`src/rtl/timer_a_pkg.sv`:
```
// Constants, register map and field layout of the five-channel timer group
package timer_a_pkg;
   localparam int NCH = 5;
   localparam int AW = 4;
   localparam int DW = 16;
   // -------------------------------------------------
   // Register offsets (word index on the register port)
   // -------------------------------------------------
   localparam logic [3:0] ADDR_COUNT0 = 4'h0;
   localparam logic [3:0] ADDR_MODE0 = 4'h5;
   localparam logic [3:0] ADDR_START = 4'ha;
   localparam logic [3:0] ADDR_UDF = 4'hb;
   localparam logic [3:0] ADDR_TRIG = 4'hc;
   localparam logic [3:0] ADDR_ONESHOT = 4'hd;
   localparam logic [3:0] ADDR_IRQ2CTL = 4'he;
   // -------------------------------------------------
   // Field positions
   // -------------------------------------------------
   localparam int MR_PULSE = 2;
   localparam int MR_GATE_EN = 3;
   localparam int MR_EDGE = 3;
   localparam int MR_GATE_LVL = 4;
   localparam int MR_DIR_SRC = 4;
   localparam int MR_FREE = 5;
   localparam int MR_QSTYLE = 6;
   localparam int MR_CKS = 6;
   localparam int UDF_QEN = 5;
   localparam int OS_IDX_EN = 5;
   localparam int IC_POL = 4;
   // -------------------------------------------------
   // Encodings
   // -------------------------------------------------
   localparam logic [1:0] MODE_TIMER = 2'h0;
   localparam logic [1:0] MODE_EVENT = 2'h1;
   localparam logic [1:0] MODE_ONESHOT = 2'h2;
   localparam logic [1:0] MODE_PWM = 2'h3;
   localparam logic [1:0] TRG_PIN = 2'h0;
   localparam logic [1:0] TRG_B2 = 2'h1;
   localparam logic [1:0] TRG_PREV = 2'h2;
   localparam logic [1:0] TRG_NEXT = 2'h3;
   // -------------------------------------------------
   // Reset value, count limit and prescaler counts
   // -------------------------------------------------
   localparam logic [15:0] RST_WORD = 16'h0000;
   localparam logic [15:0] CNT_MAX = 16'hffff;
   localparam logic [4:0] DIV_F8 = 5'h07;
   localparam logic [4:0] DIV_FC32 = 5'h1f;
   localparam logic [4:0] DIV_F2N = 5'h0f;
endpackage

```
`src/rtl/pin_sync.sv`:
```
// Two-stage synchroniser with edge detection for pin inputs
`timescale 1ns/1ps
module pin_sync #(parameter int W = 11) (
   input wire logic core_clk,
   input wire logic reset,
   input wire logic [W-1:0] pin,
   output logic [W-1:0] lvl,
   output logic [W-1:0] rise,
   output logic [W-1:0] fall
);
   logic [W-1:0] meta_reg;
   logic [W-1:0] sync_reg;
   logic [W-1:0] last_reg;

   // Sync chain, then one stage for edge history
   always_ff @(posedge core_clk)
   begin
      if (reset)
      begin
         meta_reg <= '0;
         sync_reg <= '0;
         last_reg <= '0;
      end
      else
      begin
         meta_reg <= pin;
         sync_reg <= meta_reg;
         last_reg <= sync_reg;
      end
   end

   // Levels and one-cycle edges
   assign lvl = sync_reg;
   assign rise = sync_reg & ~last_reg;
   assign fall = ~sync_reg & last_reg;
endmodule

```
`src/rtl/count_source_div.sv`:
```
// Prescaler producing the four internal count-source enables
`timescale 1ns/1ps
module count_source_div import timer_a_pkg::*; (
   input wire logic core_clk,
   input wire logic reset,
   output logic [3:0] src_en
);
   logic [4:0] div_reg;
   logic [4:0] f2n_reg;

   // Free-running dividers
   always_ff @(posedge core_clk)
   begin
      if (reset)
      begin
         div_reg <= 5'h00;
         f2n_reg <= 5'h00;
      end
      else
      begin
         div_reg <= div_reg + 5'h01;
         f2n_reg <= (f2n_reg == DIV_F2N) ? 5'h00 : f2n_reg + 5'h01;
      end
   end

   // Index 0: every cycle, 1: /8, 2: /2n, 3: /32
   assign src_en[0] = 1'b1;
   assign src_en[1] = (div_reg[2:0] == DIV_F8[2:0]);
   assign src_en[2] = (f2n_reg == DIV_F2N);
   assign src_en[3] = (div_reg == DIV_FC32);
endmodule

```
`src/rtl/timer_a_counter_quadrature.sv`:
```
// Five-channel 16-bit timer group with event counting and quadrature decode
// Functional notes
// - Five independent 16-bit counters with reload
// - Two-bit field selects channel mode
// - Timer mode decrements, reloads on underflow
// - Channel counts only while run bit set
// - Interrupt on underflow, or overflow/underflow
// - Count register read returns counter value
// - Write loads counter only before first count
// - Gate pin level enables timer counting
// - Timer pulse output toggles, low when stopped
// - Event source: pin edge, neighbour wrap or timer B2 wrap
// - Event direction from flag or pin
// - Event reload on wrap unless free-running
// - Event pulse output toggles, low when stopped
// - Zero count value: no start, no interrupt, except in quadrature decode
// - Modulator mode zero value: idle, low output
// - Normal decode: input edges while phase high
// - Quadrupled decode counts all edges, latched direction
// - Ch2 normal, ch4 quadrupled, ch3 selectable
// - Ch3 index edge with polarity, gated reset
// - Index clears at next tick, double interrupt if that tick also wraps
`timescale 1ns/1ps
module timer_a_counter_quadrature import timer_a_pkg::*; (
   input wire logic core_clk,
   input wire logic reset,
   input wire logic [3:0] reg_addr,
   input wire logic [15:0] reg_wdata,
   input wire logic reg_wr,
   input wire logic reg_rd,
   output logic [15:0] reg_rdata,
   input wire logic [4:0] channel_input_pin,
   input wire logic [4:0] channel_output_pin_in,
   output logic [4:0] channel_output_pin_out,
   output logic [4:0] channel_output_pin_oe_n,
   input wire logic ext_irq2_pin,
   input wire logic tb2_wrap,
   output logic [4:0] channel_irq
);
   // -------------------------------------------------
   // Storage
   // -------------------------------------------------
   logic [15:0] cnt_reg [NCH];
   logic [15:0] reload_reg [NCH];
   logic [7:0] channel_mode_reg [NCH];
   logic [4:0] count_start_reg;
   logic [7:0] up_down_flag_reg;
   logic [9:0] trigger_select_reg;
   logic index_reset_enable_bit;
   logic edge_polarity_bit;
   logic idx_pend_reg;
   logic idx_extra_reg;
   logic [4:0] started_reg;
   logic [4:0] out_reg;
   logic [4:0] wrap_q_reg;
   logic [4:0] irq_reg;
   logic [4:0] tick;
   logic [4:0] wrap;
   logic [4:0] idx_hit;
   logic [10:0] pin_lvl;
   logic [10:0] pin_rise;
   logic [10:0] pin_fall;
   logic [3:0] src_en;
   logic idx_edge;
   logic idx_ok;

   // Counter next value: {wrap, value}
   function automatic logic [16:0] step(input logic [15:0] c, input logic up,
                                        input logic [15:0] rl, input logic fr);
      logic w;
      logic [15:0] n;
      w = up ? (c == CNT_MAX) : (c == RST_WORD);
      n = up ? c + 16'h0001 : c - 16'h0001;
      if (w && !fr)
      begin
         n = rl;
      end
      return {w, n};
   endfunction

   // -------------------------------------------------
   // Pin synchronisers and prescaler
   // -------------------------------------------------
   pin_sync #(.W(11)) u_sync (
      .core_clk(core_clk),
      .reset(reset),
      .pin({ext_irq2_pin, channel_output_pin_in, channel_input_pin}),
      .lvl(pin_lvl),
      .rise(pin_rise),
      .fall(pin_fall)
   );

   count_source_div u_div (
      .core_clk(core_clk),
      .reset(reset),
      .src_en(src_en)
   );

   // -------------------------------------------------
   // Configuration registers
   // -------------------------------------------------
   // Software writes to mode, start, flag and select registers
   always_ff @(posedge core_clk)
   begin
      if (reset)
      begin
         for (int i = 0; i < NCH; i++)
         begin
            channel_mode_reg[i] <= 8'h00;
         end
         count_start_reg <= 5'h00;
         up_down_flag_reg <= 8'h00;
         trigger_select_reg <= 10'h000;
         index_reset_enable_bit <= 1'b0;
         edge_polarity_bit <= 1'b0;
      end
      else if (reg_wr)
      begin
         for (int i = 0; i < NCH; i++)
         begin
            if (reg_addr == ADDR_MODE0 + 4'(i))
            begin
               channel_mode_reg[i] <= reg_wdata[7:0];
            end
         end
         case (reg_addr)
            ADDR_START: count_start_reg <= reg_wdata[4:0];
            ADDR_UDF: up_down_flag_reg <= reg_wdata[7:0];
            ADDR_TRIG: trigger_select_reg <= reg_wdata[9:0];
            ADDR_ONESHOT: index_reset_enable_bit <= reg_wdata[OS_IDX_EN];
            ADDR_IRQ2CTL: edge_polarity_bit <= reg_wdata[IC_POL];
            default: ;
         endcase
      end
   end

   // Registered read port, unmapped reads return zero
   always_ff @(posedge core_clk)
   begin
      if (reset)
      begin
         reg_rdata <= RST_WORD;
      end
      else if (reg_rd)
      begin
         reg_rdata <= RST_WORD;
         if (reg_addr < ADDR_MODE0)
         begin
            reg_rdata <= cnt_reg[reg_addr[2:0]];
         end
         else if (reg_addr < ADDR_START)
         begin
            reg_rdata <= {8'h00, channel_mode_reg[3'(reg_addr - ADDR_MODE0)]};
         end
         else
         begin
            case (reg_addr)
               ADDR_START: reg_rdata <= {11'h000, count_start_reg};
               ADDR_UDF: reg_rdata <= {8'h00, up_down_flag_reg};
               ADDR_TRIG: reg_rdata <= {6'h00, trigger_select_reg};
               ADDR_ONESHOT: reg_rdata <= {10'h000, index_reset_enable_bit, 5'h00};
               ADDR_IRQ2CTL: reg_rdata <= {11'h000, edge_polarity_bit, 4'h0};
               default: reg_rdata <= RST_WORD;
            endcase
         end
      end
   end

   // -------------------------------------------------
   // Index (Z-phase) reset on channel 3
   // -------------------------------------------------
   assign idx_edge = edge_polarity_bit ? pin_rise[10] : pin_fall[10];
   assign idx_ok = index_reset_enable_bit && channel_mode_reg[3][1:0] == MODE_EVENT
                   && up_down_flag_reg[UDF_QEN + 1] && channel_mode_reg[3][MR_FREE]
                   && channel_mode_reg[3][MR_QSTYLE];
   assign idx_hit = {1'b0, tick[3] && idx_pend_reg, 3'b000};

   // Pending index waits for the next count tick; a new edge wins
   always_ff @(posedge core_clk)
   begin
      if (reset)
      begin
         idx_pend_reg <= 1'b0;
         idx_extra_reg <= 1'b0;
      end
      else
      begin
         if (idx_edge && idx_ok)
         begin
            idx_pend_reg <= 1'b1;
         end
         else if (tick[3] || !idx_ok)
         begin
            idx_pend_reg <= 1'b0;
         end
         idx_extra_reg <= idx_hit[3] && wrap[3];
      end
   end

   // -------------------------------------------------
   // Channels
   // -------------------------------------------------
   for (genvar i = 0; i < NCH; i++)
   begin : g_ch
      localparam int PV = (i + NCH - 1) % NCH;
      localparam int NX = (i + 1) % NCH;
      localparam int QB = (i >= 2) ? UDF_QEN + i - 2 : 0;
      logic [7:0] mr;
      logic [1:0] md;
      logic [1:0] trg;
      logic quad;
      logic quad4;
      logic ph;
      logic ev;
      logic ev_q;
      logic up_q;
      logic up;
      logic gate_ok;
      logic nz;
      logic qdir_reg;
      logic cnt_wr;
      logic load_now;
      logic [16:0] nxt;

      assign mr = channel_mode_reg[i];
      assign md = mr[1:0];
      assign trg = trigger_select_reg[2 * i +: 2];
      assign quad = (i >= 2) && md == MODE_EVENT && up_down_flag_reg[QB];
      assign quad4 = (i == 4) || (i == 3 && mr[MR_QSTYLE]);
      assign ph = pin_lvl[5 + i];
      assign nz = (reload_reg[i] != RST_WORD) || quad;
      assign gate_ok = !mr[MR_GATE_EN] || (pin_lvl[i] == mr[MR_GATE_LVL]);
      // Event source selection
      always_comb
      begin
         case (trg)
            TRG_PIN: ev = mr[MR_EDGE] ? pin_rise[i] : pin_fall[i];
            TRG_B2: ev = tb2_wrap;
            TRG_PREV: ev = wrap_q_reg[PV];
            TRG_NEXT: ev = wrap_q_reg[NX];
            default: ev = 1'b0;
         endcase
      end
      // Two-phase decode
      assign ev_q = quad4 ? (pin_rise[i] | pin_fall[i] | pin_rise[5 + i] | pin_fall[5 + i])
                          : (ph && (pin_rise[i] | pin_fall[i]));
      assign up_q = quad4 ? ((ph && pin_rise[i]) ? 1'b1 : (ph && pin_fall[i]) ? 1'b0
                          : qdir_reg) : pin_rise[i];
      // Count tick and direction
      assign tick[i] = count_start_reg[i] && nz && ((md == MODE_TIMER
                       && src_en[mr[MR_CKS +: 2]] && gate_ok)
                       || (md == MODE_EVENT && (quad ? ev_q : ev)));
      assign up = (md == MODE_TIMER) ? 1'b0 : quad ? up_q
                  : (mr[MR_DIR_SRC] ? ph : up_down_flag_reg[i]);
      assign nxt = step(cnt_reg[i], up, reload_reg[i],
                        md == MODE_EVENT && mr[MR_FREE]);
      assign wrap[i] = tick[i] && nxt[16];
      assign cnt_wr = reg_wr && reg_addr == ADDR_COUNT0 + 4'(i);
      assign load_now = cnt_wr && (!count_start_reg[i] || !started_reg[i]);

      // Latched quadrupled direction
      always_ff @(posedge core_clk)
      begin
         if (reset)
         begin
            qdir_reg <= 1'b0;
         end
         else if (ph && (pin_rise[i] || pin_fall[i]))
         begin
            qdir_reg <= pin_rise[i];
         end
      end

      // Counter, reload value and first-tick tracking
      always_ff @(posedge core_clk)
      begin
         if (reset)
         begin
            cnt_reg[i] <= RST_WORD;
            reload_reg[i] <= RST_WORD;
            started_reg[i] <= 1'b0;
         end
         else
         begin
            if (cnt_wr)
            begin
               reload_reg[i] <= reg_wdata;
            end
            if (!count_start_reg[i])
            begin
               started_reg[i] <= 1'b0;
            end
            else if (tick[i])
            begin
               started_reg[i] <= 1'b1;
            end
            if (load_now)
            begin
               cnt_reg[i] <= reg_wdata;
            end
            else if (idx_hit[i])
            begin
               cnt_reg[i] <= RST_WORD;
            end
            else if (tick[i])
            begin
               cnt_reg[i] <= nxt[15:0];
            end
         end
      end

      // Pulse output, interrupt and wrap for neighbours
      always_ff @(posedge core_clk)
      begin
         if (reset)
         begin
            out_reg[i] <= 1'b0;
            irq_reg[i] <= 1'b0;
            wrap_q_reg[i] <= 1'b0;
         end
         else
         begin
            if (!count_start_reg[i])
            begin
               out_reg[i] <= 1'b0;
            end
            else if (wrap[i] && mr[MR_PULSE])
            begin
               out_reg[i] <= ~out_reg[i];
            end
            irq_reg[i] <= wrap[i] || (i == 3 && idx_extra_reg);
            wrap_q_reg[i] <= wrap[i];
         end
      end

      // Pin drives only as pulse output, otherwise it is an input
      assign channel_output_pin_oe_n[i] = !(mr[MR_PULSE] && !(md == MODE_EVENT
                                          && (quad || mr[MR_DIR_SRC])));
   end

   assign channel_output_pin_out = out_reg;
   assign channel_irq = irq_reg;
endmodule

```
`config.mk`:
```
export PLATFORM = sky130hd
export DESIGN_NAME = timer_a_counter_quadrature
export DESIGN_NICKNAME = d
export VERILOG_FILES = /design/src/rtl/timer_a_pkg.sv /design/src/rtl/pin_sync.sv /design/src/rtl/count_source_div.sv /design/src/rtl/timer_a_counter_quadrature.sv
export SDC_FILE = /design/constraint.sdc
export NUM_CORES = 1
export LEC_CHECK = 0
export ABC_AREA = 1
export BUFFER_PORTS_ARGS = -buffer_cell sky130_fd_sc_hd__buf_2
export CORE_MARGIN = 4
export CORE_UTILIZATION = 45
export CTS_CLUSTER_DIAMETER = 50
export DETAILED_ROUTE_END_ITERATION = 10
export PLACE_DENSITY = 0.6
export SYNTH_ARGS = -nofsm -noshare
export SYNTH_HDL_FRONTEND = slang
export SYNTH_SLANG_ARGS = --single-unit
```
`constraint.sdc`:
```
create_clock -name core_clk -period 3.36 [get_ports core_clk]
set_input_delay 0.168 -clock core_clk [delete_from_list [all_inputs] [get_ports core_clk]]
set_output_delay 0.168 -clock core_clk [all_outputs]
set_load 0.02 [all_outputs]
```
* Yosys cells after proc, flatten, opt, wreduce, memory -nomap -nowiden
Memory sizes are Yosys's and may differ from the RTL's.
Cells that the tools add are included.
** Operators by class
- Equality and inequality tests :: 47
- Add/subtract/negate cells :: 13
- Multiply operators :: 0
- $lt $le $gt $ge :: 7
- Reductions and logical operators :: 172
- Shift operators :: 0
- Div/mod/pow operators :: 0
- Bitwise operators :: 42
- Muxes and demuxes :: 161
** Operators by type and width (count)
- $mux W16 :: 27
- $mux W1 :: 117
- $logic_and A1 B1 Y1 :: 83
- $add A16 B1 Y16 const B :: 5
- $eq A16 B16 Y1 const B :: 5
- $logic_not A16 Y1 :: 5
- $reduce_bool A16 Y1 :: 5
- $sub A16 B1 Y16 const B :: 5
- $pmux W10 S5 :: 1
- $mux W8 :: 5
- $logic_not A1 Y1 :: 31
- $eq A4 B4 Y1 const B :: 7
- $or A1 B1 Y1 :: 28
- $logic_or A1 B1 Y1 :: 25
- $and A11 B11 Y11 :: 2
- $not A11 Y11 :: 2
- $eq A2 B1 Y1 const B :: 10
- $eq A2 B2 Y1 const B :: 10
- $logic_not A2 Y1 :: 10
- $pmux W1 S4 :: 5
- $eq A4 B3 Y1 const B :: 4
- $lt A2 B3 Y1 const B :: 5
- $reduce_or A2 Y1 :: 6
- $add A5 B1 Y5 const B :: 2
- 15 further kinds :: 37
** Storage, ports and cells
- Latch bits :: 0
- Memories kept :: 3
- Logic and storage cells :: 476
- Input bits :: 36
- Flip-flop bits (word level) :: 104
- RAM bits :: 200
- Bits in read-only memories :: 0
- Output and inout port bits :: 31
** Memory list
- cnt_reg :: words 5, width 16, rd ports 6, clocked after memory_dff 0, wr ports 5, line timer_a_counter_quadrature.sv:43 : logic [15:0] cnt_reg [NCH];
- reload_reg :: words 5, width 16, rd ports 5, clocked after memory_dff 0, wr ports 5, line timer_a_counter_quadrature.sv:44 : logic [15:0] reload_reg [NCH];
- channel_mode_reg :: words 5, width 8, rd ports 6, clocked after memory_dff 0, wr ports 5, line timer_a_counter_quadrature.sv:45 : logic [7:0] channel_mode_reg [NCH];

* Depth between registers and ports, before layout
Gate-level depths: netlist of run 1.
- Depth after elaboration :: 17
- Gate-level depth with buffers :: 19
- Gate-level depth less buffers :: 19

* Hierarchy
From an unflattened synthesis of run 1, not the netlist that was laid out.
** Second synthesis, totals
- Cells, all modules :: 2695
- Area, all modules :: 19657.6 µm²
** Modules (own cells, without submodules)
- timer_a_counter_quadrature :: sequential area each 7226.9 µm², area an instance 18168.7 µm², cells each 2508, times used 1
- pin_sync :: sequential area each 660.6 µm², area an instance 1082.3 µm², cells each 136, times used 1
- count_source_div :: sequential area each 200.2 µm², area an instance 406.6 µm², cells each 51, times used 1

* Worst setup path before layout of run 1
OpenSTA, ideal clock, no wires.
- Kind :: reg-to-reg
- From :: register u_sync.sync_reg[4], in the netlist u_sync.lvl[4]
- To :: memory cnt_reg[4][7] (data pin)
- Required time :: 3103 ps
- Period minus slack after synthesis :: 2770 ps
- Buffers on the path :: 0
- Path slack :: 590 ps
- Library setup time :: 257 ps
- Arrival time :: 2514 ps
- Cell stages (with the launch flop) :: 17
- Cells stage by stage :: dfxtp_1 inv_1 ha_1 nand2_1 nand2_1 nand4_1 nand3_1 ha_1 or2_2 and2_1 nand2_1 nand2_1 xor2_1 nand2_1 nand2_1 nor2_1 nor2_1
** RTL lines
- from (decl) :: line pin_sync.sv:12 : logic [W-1:0] sync_reg;
- from (signal assigned) :: line pin_sync.sv:27 : sync_reg <= meta_reg;
- to (decl) :: line timer_a_counter_quadrature.sv:43

==> results of run 1 <==
worst reg2reg max path, cell delays in order, from the launching register on:
cell and delay, ns:
edfxtp_1 0.44, nor2_4 0.17, nand2_2 0.15, clkinv_1 0.09, nand3_1 0.18, nand2_2 0.22
buf_4 0.24, ha_1 0.30, a21oi_1 0.34, nor2_1 0.07, nor2_1 0.18, nor3_1 0.07
nor2_1 0.12, nand2_1 0.06, nand2_1 0.06, nand3_1 0.06, nand2_1 0.07, nand2_1 0.05
worst max-delay path by stage:
stage | start | cells past startpoint | endpoint
2_1_floorplan | u_sync.lvl[4] | 16 | cnt_reg[4][7]
3_3_place_gp | channel_mode_reg[2][1] | 17 | cnt_reg[2][13]
3_5_place_dp | channel_mode_reg[2][1] | 17 | cnt_reg[2][13]
4_1_cts | channel_mode_reg[2][1] | 17 | cnt_reg[2][13]
5_1_grt | channel_mode_reg[3][1] | 17 | cnt_reg[3][14]
6_report | channel_mode_reg[3][1] | 17 | cnt_reg[3][14]
what timing repair did:
item                                    in CTS  in global routing
endpoints found under the hold margin       13                  0
endpoints found under the setup margin       0                  7
resized for setup                            0                  2
hold buffers                                13                  0
buffers inserted                             0                  3
metrics by stage:
| step | hold WS [ns] | cell area, um^2 | std cells | setup slack, ns | power (uW) |
|---|---|---|---|---|---|
| 6_report | 0.03391 | 21830 | 3302 | 0.2281 | 10870 |
| 5_1_grt | 0.05708 | 21820 | 3301 | 0.01504 | 11340 |
| 4_1_cts | 0.008413 | 21790 | 3298 | 0.2075 | 10900 |
| 3_5_place_dp | 0.3758 | 20190 | 3207 | 0.2230 | 6230 |
| 3_3_place_gp | 0.3669 | 20190 | 3207 | 0.2461 | 6225 |
| 2_1_floorplan | 0.2750 | 19290 | 2640 | 0.5897 | 5611 |
kinds of logic (layout without fill, tap and decap cells):
logic type                 count (synthesis)  in the layout  share of synthesized area
adders and majority gates                 92             92                    0.06162
AOI/OAI and AO/OA                        448            448                     0.1282
xor gates and xnor gates                  39             39                    0.01771
DFF                                      301            301                     0.4161
and+or+nand+nor                         1363           1363                     0.2949
buffers and inverters                    397            519                    0.08140
other                                      0              1                          0
cells in the mapped netlist (all sizes together):
| master | count |
|---|---|
| dfxtp | 101 |
| o21a | 3 |
| a21boi | 2 |
| nor3 | 17 |
| nand3 | 174 |
| clkinv | 3 |
| and2 | 2 |
| o21bai | 16 |
| or2 | 4 |
| inv | 326 |
| a21oi | 152 |
| o221ai | 8 |
| a32oi | 1 |
| o2111ai | 5 |
| o21ai | 218 |
| nand3b | 12 |
| nand2 | 659 |
| o22ai | 7 |
| nor4 | 2 |
| xnor2 | 10 |
| a31oi | 7 |
| edfxtp | 200 |
| xor2 | 29 |
| a311oi | 2 |
| buf | 33 |
| o211ai | 25 |
| fa | 5 |
| ha | 87 |
| nor3b | 3 |
| nor2 | 447 |
| a21o | 2 |
| clkbuf | 35 |
| nand4 | 43 |
layout make-up:
type,instances,area share
multi-input cells,1942,0.4443
flip-flops and latches,301,0.3678
clock buffers,56,0.05681
inverters,329,0.05675
repair buffers,112,0.03245
well taps,539,0.03090
clock inverters,22,0.01083
diodes,1,0.0001147
report_power, final:
part           internal, uW  total [uW]  leakage (uW)  switching [uW]
Combinational           614        1910       0.00637            1300
Sequential             4130        4310       0.00280             174
Clock                  2870        4650      0.000722            1780
Total                  7610       10900       0.00989            3250
per-layer routing:
| metal | vias up | track usage | wire, um |
|---|---|---|---|
| met5 | - | 0 | 0 |
| met4 | 0 | 0.1089 | 2743 |
| met2 | 821 | 0.4362 | 29280 |
| met1 | 8632 | 0.4248 | 30850 |
| li1 | 8905 | - | - |
| met3 | 147 | 0.04294 | 5939 |
==> metrics.cfg, run 1 <==
[critical_path]
worst_case_register_to_register_setup_slack_ns=0.23
crit_path_max_delay_cell_type=edfxtp_1
cp.required_ns=3.66
worstPathArrival_ns=3.43
worst_setup_path_end_kind=flip-flop
setup_crit_start_kind=flip-flop
path_buf_inv=2
slowest_stage_delay_cp_ns=0.44
reg2regPathDepth=17
critPathKind=flip-flop to flip-flop
crit_top_cell=nand2_1
regToRegEndpoint=cnt_reg[3][14]
critPathTopFamily=simple AND/OR/NAND/NOR gates
r2r-start=channel_mode_reg[3][1]
path_cells=nor2_4 > nand2_2 > clkinv_1 > nand3_1 > nand2_2 > buf_4 > ha_1 > a21oi_1 > nor2_1 > nor2_1 > nor3_1 > nor2_1 > nand2_1 > nand2_1 > nand3_1 > nand2_1 > nand2_1
largest_fanout_of_any_net_on_the_critical_path=12

[routing]
drt_first_iter_violations=2025
postRouteWirelength_um=68820
detail_route.vias_per_cell=5.604
routedWlPerCell_um=20.84
1st_pass_router_iterations=6
route.vias.total=18510
drcViolationCount=0
detail-route-antenna-nets=0

[power]
vdd.ir_drop.worst_mv=0.3869
power.density_cell_area_mw_per_mm2=497.8
p_leak_uw=0.009892

[finish]
fillers=4169
most_frequent_cells_in_the_layout=nand2_1, nor2_1, inv_1
final_core_util=0.5180
multi_input_area_mm2=0.009698
post_route_cells_drive_above_1_share=0.08074
finalNetCount=2856
mostFrequentLayoutCell=nand2_1
seq_area_mm2=0.008028
syn2layout_area_growth_pct=13.14

[worst_hold_path]
timing.hold.worst.start=reg_rd
hold_class=input port to flip-flop
min_delay_worst_endpoint=reg_rdata[9]
hold_path_depth=2

[yosys]
post_synth.cell_area_avg_um2=7.307
yosysUniqueCellTypes=49
number_of_nets_in_the_synthesized_netlist=2768
synthesis.area_mm2=0.01929
ys_seq_area_frac=0.4161
synth_area_leaders=edfxtp_1, nand2_1, dfxtp_1, nor2_1, inv_1
yosys_warnings=0
ys_seq_elements=301
syn_inst=2640
synth.top_cell.area_share=0.3113
synth.largest_area_cell=edfxtp_1

[outcome]
status=finished clean

[clocking]
cts_buffers=42
clkLatencyLatePin_ns=0.56
cts_tree=built
ctsLongestPathBuffers=3
h-tree-depth=2
ctsRootBufferMaster=clkbuf_16
clkSinkCount=301
path_clk_slew_ns=0.06

[timing]
timing.final.crit_period_ns=3.132
final_hold_viol_count=0
timing_max_transition_violations_final=0
worst_pin_slew_ns=0.9300
fin_crit_sh=0.9321
finalSetupTns_ns=0
finalSetupViolations=0
final.setup_skew_ns=0.01990
maxClockFrequency_mhz=319.3
worst_slew_margin_rel=0.3793
rsz0062_at_grt=no

[grt]
global_route.overflow_total=0
pin_count_of_the_biggest_net_entering_global_routing=62
global_route_wire_length_before_repair_um=103300
vias_in_the_first_global_route=17020
antenna_found_initial=0
grt_util_all_layers=0.2901

[placement]
routabilityCongestion=0.9809
buffer_ports.inserted=66
detailed_place_hpwl_um=52000

[floorplan]
die_h_um=215.1
rows=75
die_w_um=215.1
core_mm2=0.04213
fp.dieArea_mm2=0.04625
floorplan.initialDensity=0.4578
pin_count=67

[flow_run]
timing.max_cap.violations=0

Note: power is estimated with default switching activity, not from simulation.
==> inputs of run 2 (changes only) <==
- RECOVER_POWER: not set -> 25
==> run 2 against run 1 <==
Non-clock buffer count unchanged; combinational power about the same; sequential share of layout area up 0.078 points; global-route usage stayed put; first-iteration DRC count decreased by 0.84%; worst hold slack lost 0.0064 ns; core utilization down 0.11 points; routed wire length about the same; flip-flop and latch count stayed put; die area unchanged; count of clock-buffer cells in the layout is the same; clock power is essentially flat; largest cell class unchanged; largest power group unchanged.
==> metrics.cfg, run 2 (synthesized netlist as in run 1, its figures left out) <==
[outcome]
status=finished clean

[grt]
grt_util_all_layers=0.2901  ; unchanged
vias_in_the_first_global_route=17020  ; unchanged
global_route.overflow_total=0  ; unchanged
pin_count_of_the_biggest_net_entering_global_routing=62  ; unchanged
antenna_found_initial=0  ; unchanged
global_route_wire_length_before_repair_um=103300  ; unchanged

[floorplan]
die_w_um=215.1  ; unchanged
fp.dieArea_mm2=0.04625  ; unchanged
die_h_um=215.1  ; unchanged
floorplan.initialDensity=0.4578  ; unchanged
rows=75  ; unchanged
core_mm2=0.04213  ; unchanged
pin_count=67  ; unchanged

[critical_path]
path_cells=nor2_4 > nand2_2 > clkinv_1 > nand3_1 > nand2_2 > buf_4 > ha_1 > a21oi_1 > nor2_1 > nor2_1 > nor3_1 > nor2_1 > nand2_1 > nand2_1 > nand3_1 > nand2_1 > nand2_1
crit_path_max_delay_cell_type=edfxtp_1
crit_top_cell=nand2_1
worst_case_register_to_register_setup_slack_ns=0.22  ; about the same
reg2regPathDepth=17  ; unchanged
worst_setup_path_end_kind=flip-flop
worstPathArrival_ns=3.44  ; about the same
largest_fanout_of_any_net_on_the_critical_path=12  ; unchanged
r2r-start=channel_mode_reg[3][1]
slowest_stage_delay_cp_ns=0.44  ; about the same
critPathKind=flip-flop to flip-flop
regToRegEndpoint=cnt_reg[3][14]
setup_crit_start_kind=flip-flop
cp.required_ns=3.66  ; about the same

[placement]
routabilityCongestion=0.9809  ; unchanged
detailed_place_hpwl_um=52000  ; unchanged
buffer_ports.inserted=66  ; unchanged

[timing]
finalSetupViolations=0  ; unchanged
timing.final.crit_period_ns=3.142  ; +0.01045 ns
rsz0062_at_grt=no
finalSetupTns_ns=0  ; unchanged
fin_crit_sh=0.9352  ; +0.003109
maxClockFrequency_mhz=318.2  ; -0.33%
final.setup_skew_ns=0.01814  ; -0.001759 ns
timing_max_transition_violations_final=0  ; unchanged
final_hold_viol_count=0  ; unchanged
worst_slew_margin_rel=0.3723  ; -0.007044
worst_pin_slew_ns=0.9406  ; +0.01055 ns

[worst_hold_path]
timing.hold.worst.start=reg_rd
hold_class=input port to flip-flop
hold_path_depth=2  ; unchanged
min_delay_worst_endpoint=reg_rdata[9]

[clocking]
ctsRootBufferMaster=clkbuf_16
clkSinkCount=301  ; unchanged
cts_tree=built
cts_buffers=42  ; unchanged
h-tree-depth=2  ; unchanged
path_clk_slew_ns=0.06  ; about the same
clkLatencyLatePin_ns=0.56  ; about the same
ctsLongestPathBuffers=3  ; unchanged

[power]
vdd.ir_drop.worst_mv=0.3865  ; -0.12%
p_leak_uw=0.009777  ; -1.2%
power.density_cell_area_mw_per_mm2=498.8  ; +0.20%

[flow_run]
timing.max_cap.violations=0  ; unchanged

[routing]
met2_length_um=29310  ; +0.11%
detail_route.vias_per_cell=5.571  ; -0.59%
met1_length_um=31070  ; +0.69%
uppermost_metal_layer_occupied_by_signal_nets=met4
detail-route-antenna-nets=0  ; unchanged
drt_first_iter_violations=2008  ; -0.84%
routedWlPerCell_um=20.82  ; about the same
drcViolationCount=0  ; unchanged
routed-wl-met3_um=5679  ; -4.4%
route.vias.total=18400  ; -0.56%
1st_pass_router_iterations=6  ; unchanged
postRouteWirelength_um=68770  ; about the same

[finish]
mostFrequentLayoutCell=nand2_1
most_frequent_cells_in_the_layout=nand2_1, nor2_1, inv_1
final_core_util=0.5169  ; -0.001098
finalNetCount=2856  ; unchanged
syn2layout_area_growth_pct=12.90
post_route_cells_drive_above_1_share=0.06951  ; -0.01122

-- run 2: changes by cell type in the layout (fill, tap and decap cells not counted), sizes merged --
cell	delta
buf	-29
diode	+1
clkbuf	+29
-- run 2: report_power, final --
| group | switching [uW] | total, uW | internal [uW] | leakage, uW |
|---|---|---|---|---|
| Combinational | 1300 | 1910 | 608 | 0.00625 |
| Sequential | 174 | 4310 | 4130 | 0.00280 |
| Clock | 1790 | 4650 | 2870 | 0.000722 |
-- run 2: critical path: cells and delay by family (launching register included) --
kind,cells,cell delay (ns)
AOI/OAI and AO/OA,1,0.34
buffers and inverters,2,0.33
and+or+nand+nor,13,1.46
adders and majority gates,1,0.30
DFF,1,0.44
-- run 2: final cells by class --
type                       count  area (um^2)
fill                        4191        20350
clock inverter                22        236.5
timing repair buffer         112        659.4
clock buffer                  56         1240
antenna                        2        5.005
sequential                   301         8028
inverter                     329         1239
multi-input combinational   1942         9698
tap                          539        674.4
-- run 2: how the worst max path moves through the flow --
| stage | startpoint | endpoint | cells past startpoint | slack [ns] |
|---|---|---|---|---|
| finish | channel_mode_reg[3][1] | cnt_reg[3][14] | 17 | 0.22 |
| global route | channel_mode_reg[3][1] | cnt_reg[3][14] | 17 | 0.02 |
| CTS | channel_mode_reg[2][1] | cnt_reg[2][13] | 17 | 0.21 |
| detailed placement | channel_mode_reg[2][1] | cnt_reg[2][13] | 17 | 0.22 |
| global placement | channel_mode_reg[2][1] | cnt_reg[2][13] | 17 | 0.25 |
| floorplan | u_sync.lvl[4] | cnt_reg[4][7] | 16 | 0.59 |
-- run 2: routing by layer --
metal  up-vias  track usage
li1       8914            -
met1      8556       0.4248
met2       791       0.4362
met3       140      0.04294
met4         0       0.1089
met5         -            0
-- run 2: repair_timing --
item                                    CTS  global route
endpoints found under the hold margin    13             0
endpoints found under the setup margin    0             7
buffers inserted                          0             3
hold buffers                             13             0
gates resized for setup                   0             2
-- run 2: through the flow --
step | instances | hold WS (ns) | power (uW) | area (um^2) | setup slack, ns
2_1_floorplan | 2640 | 0.2750 | 5611 | 19290 | 0.5897
3_3_place_gp | 3207 | 0.3669 | 6225 | 20190 | 0.2461
3_5_place_dp | 3207 | 0.3758 | 6230 | 20190 | 0.2230
4_1_cts | 3298 | 0.008413 | 10900 | 21790 | 0.2075
5_1_grt | 3301 | 0.05708 | 11330 | 21770 | 0.01504
6_report | 3303 | 0.02753 | 10860 | 21780 | 0.2177
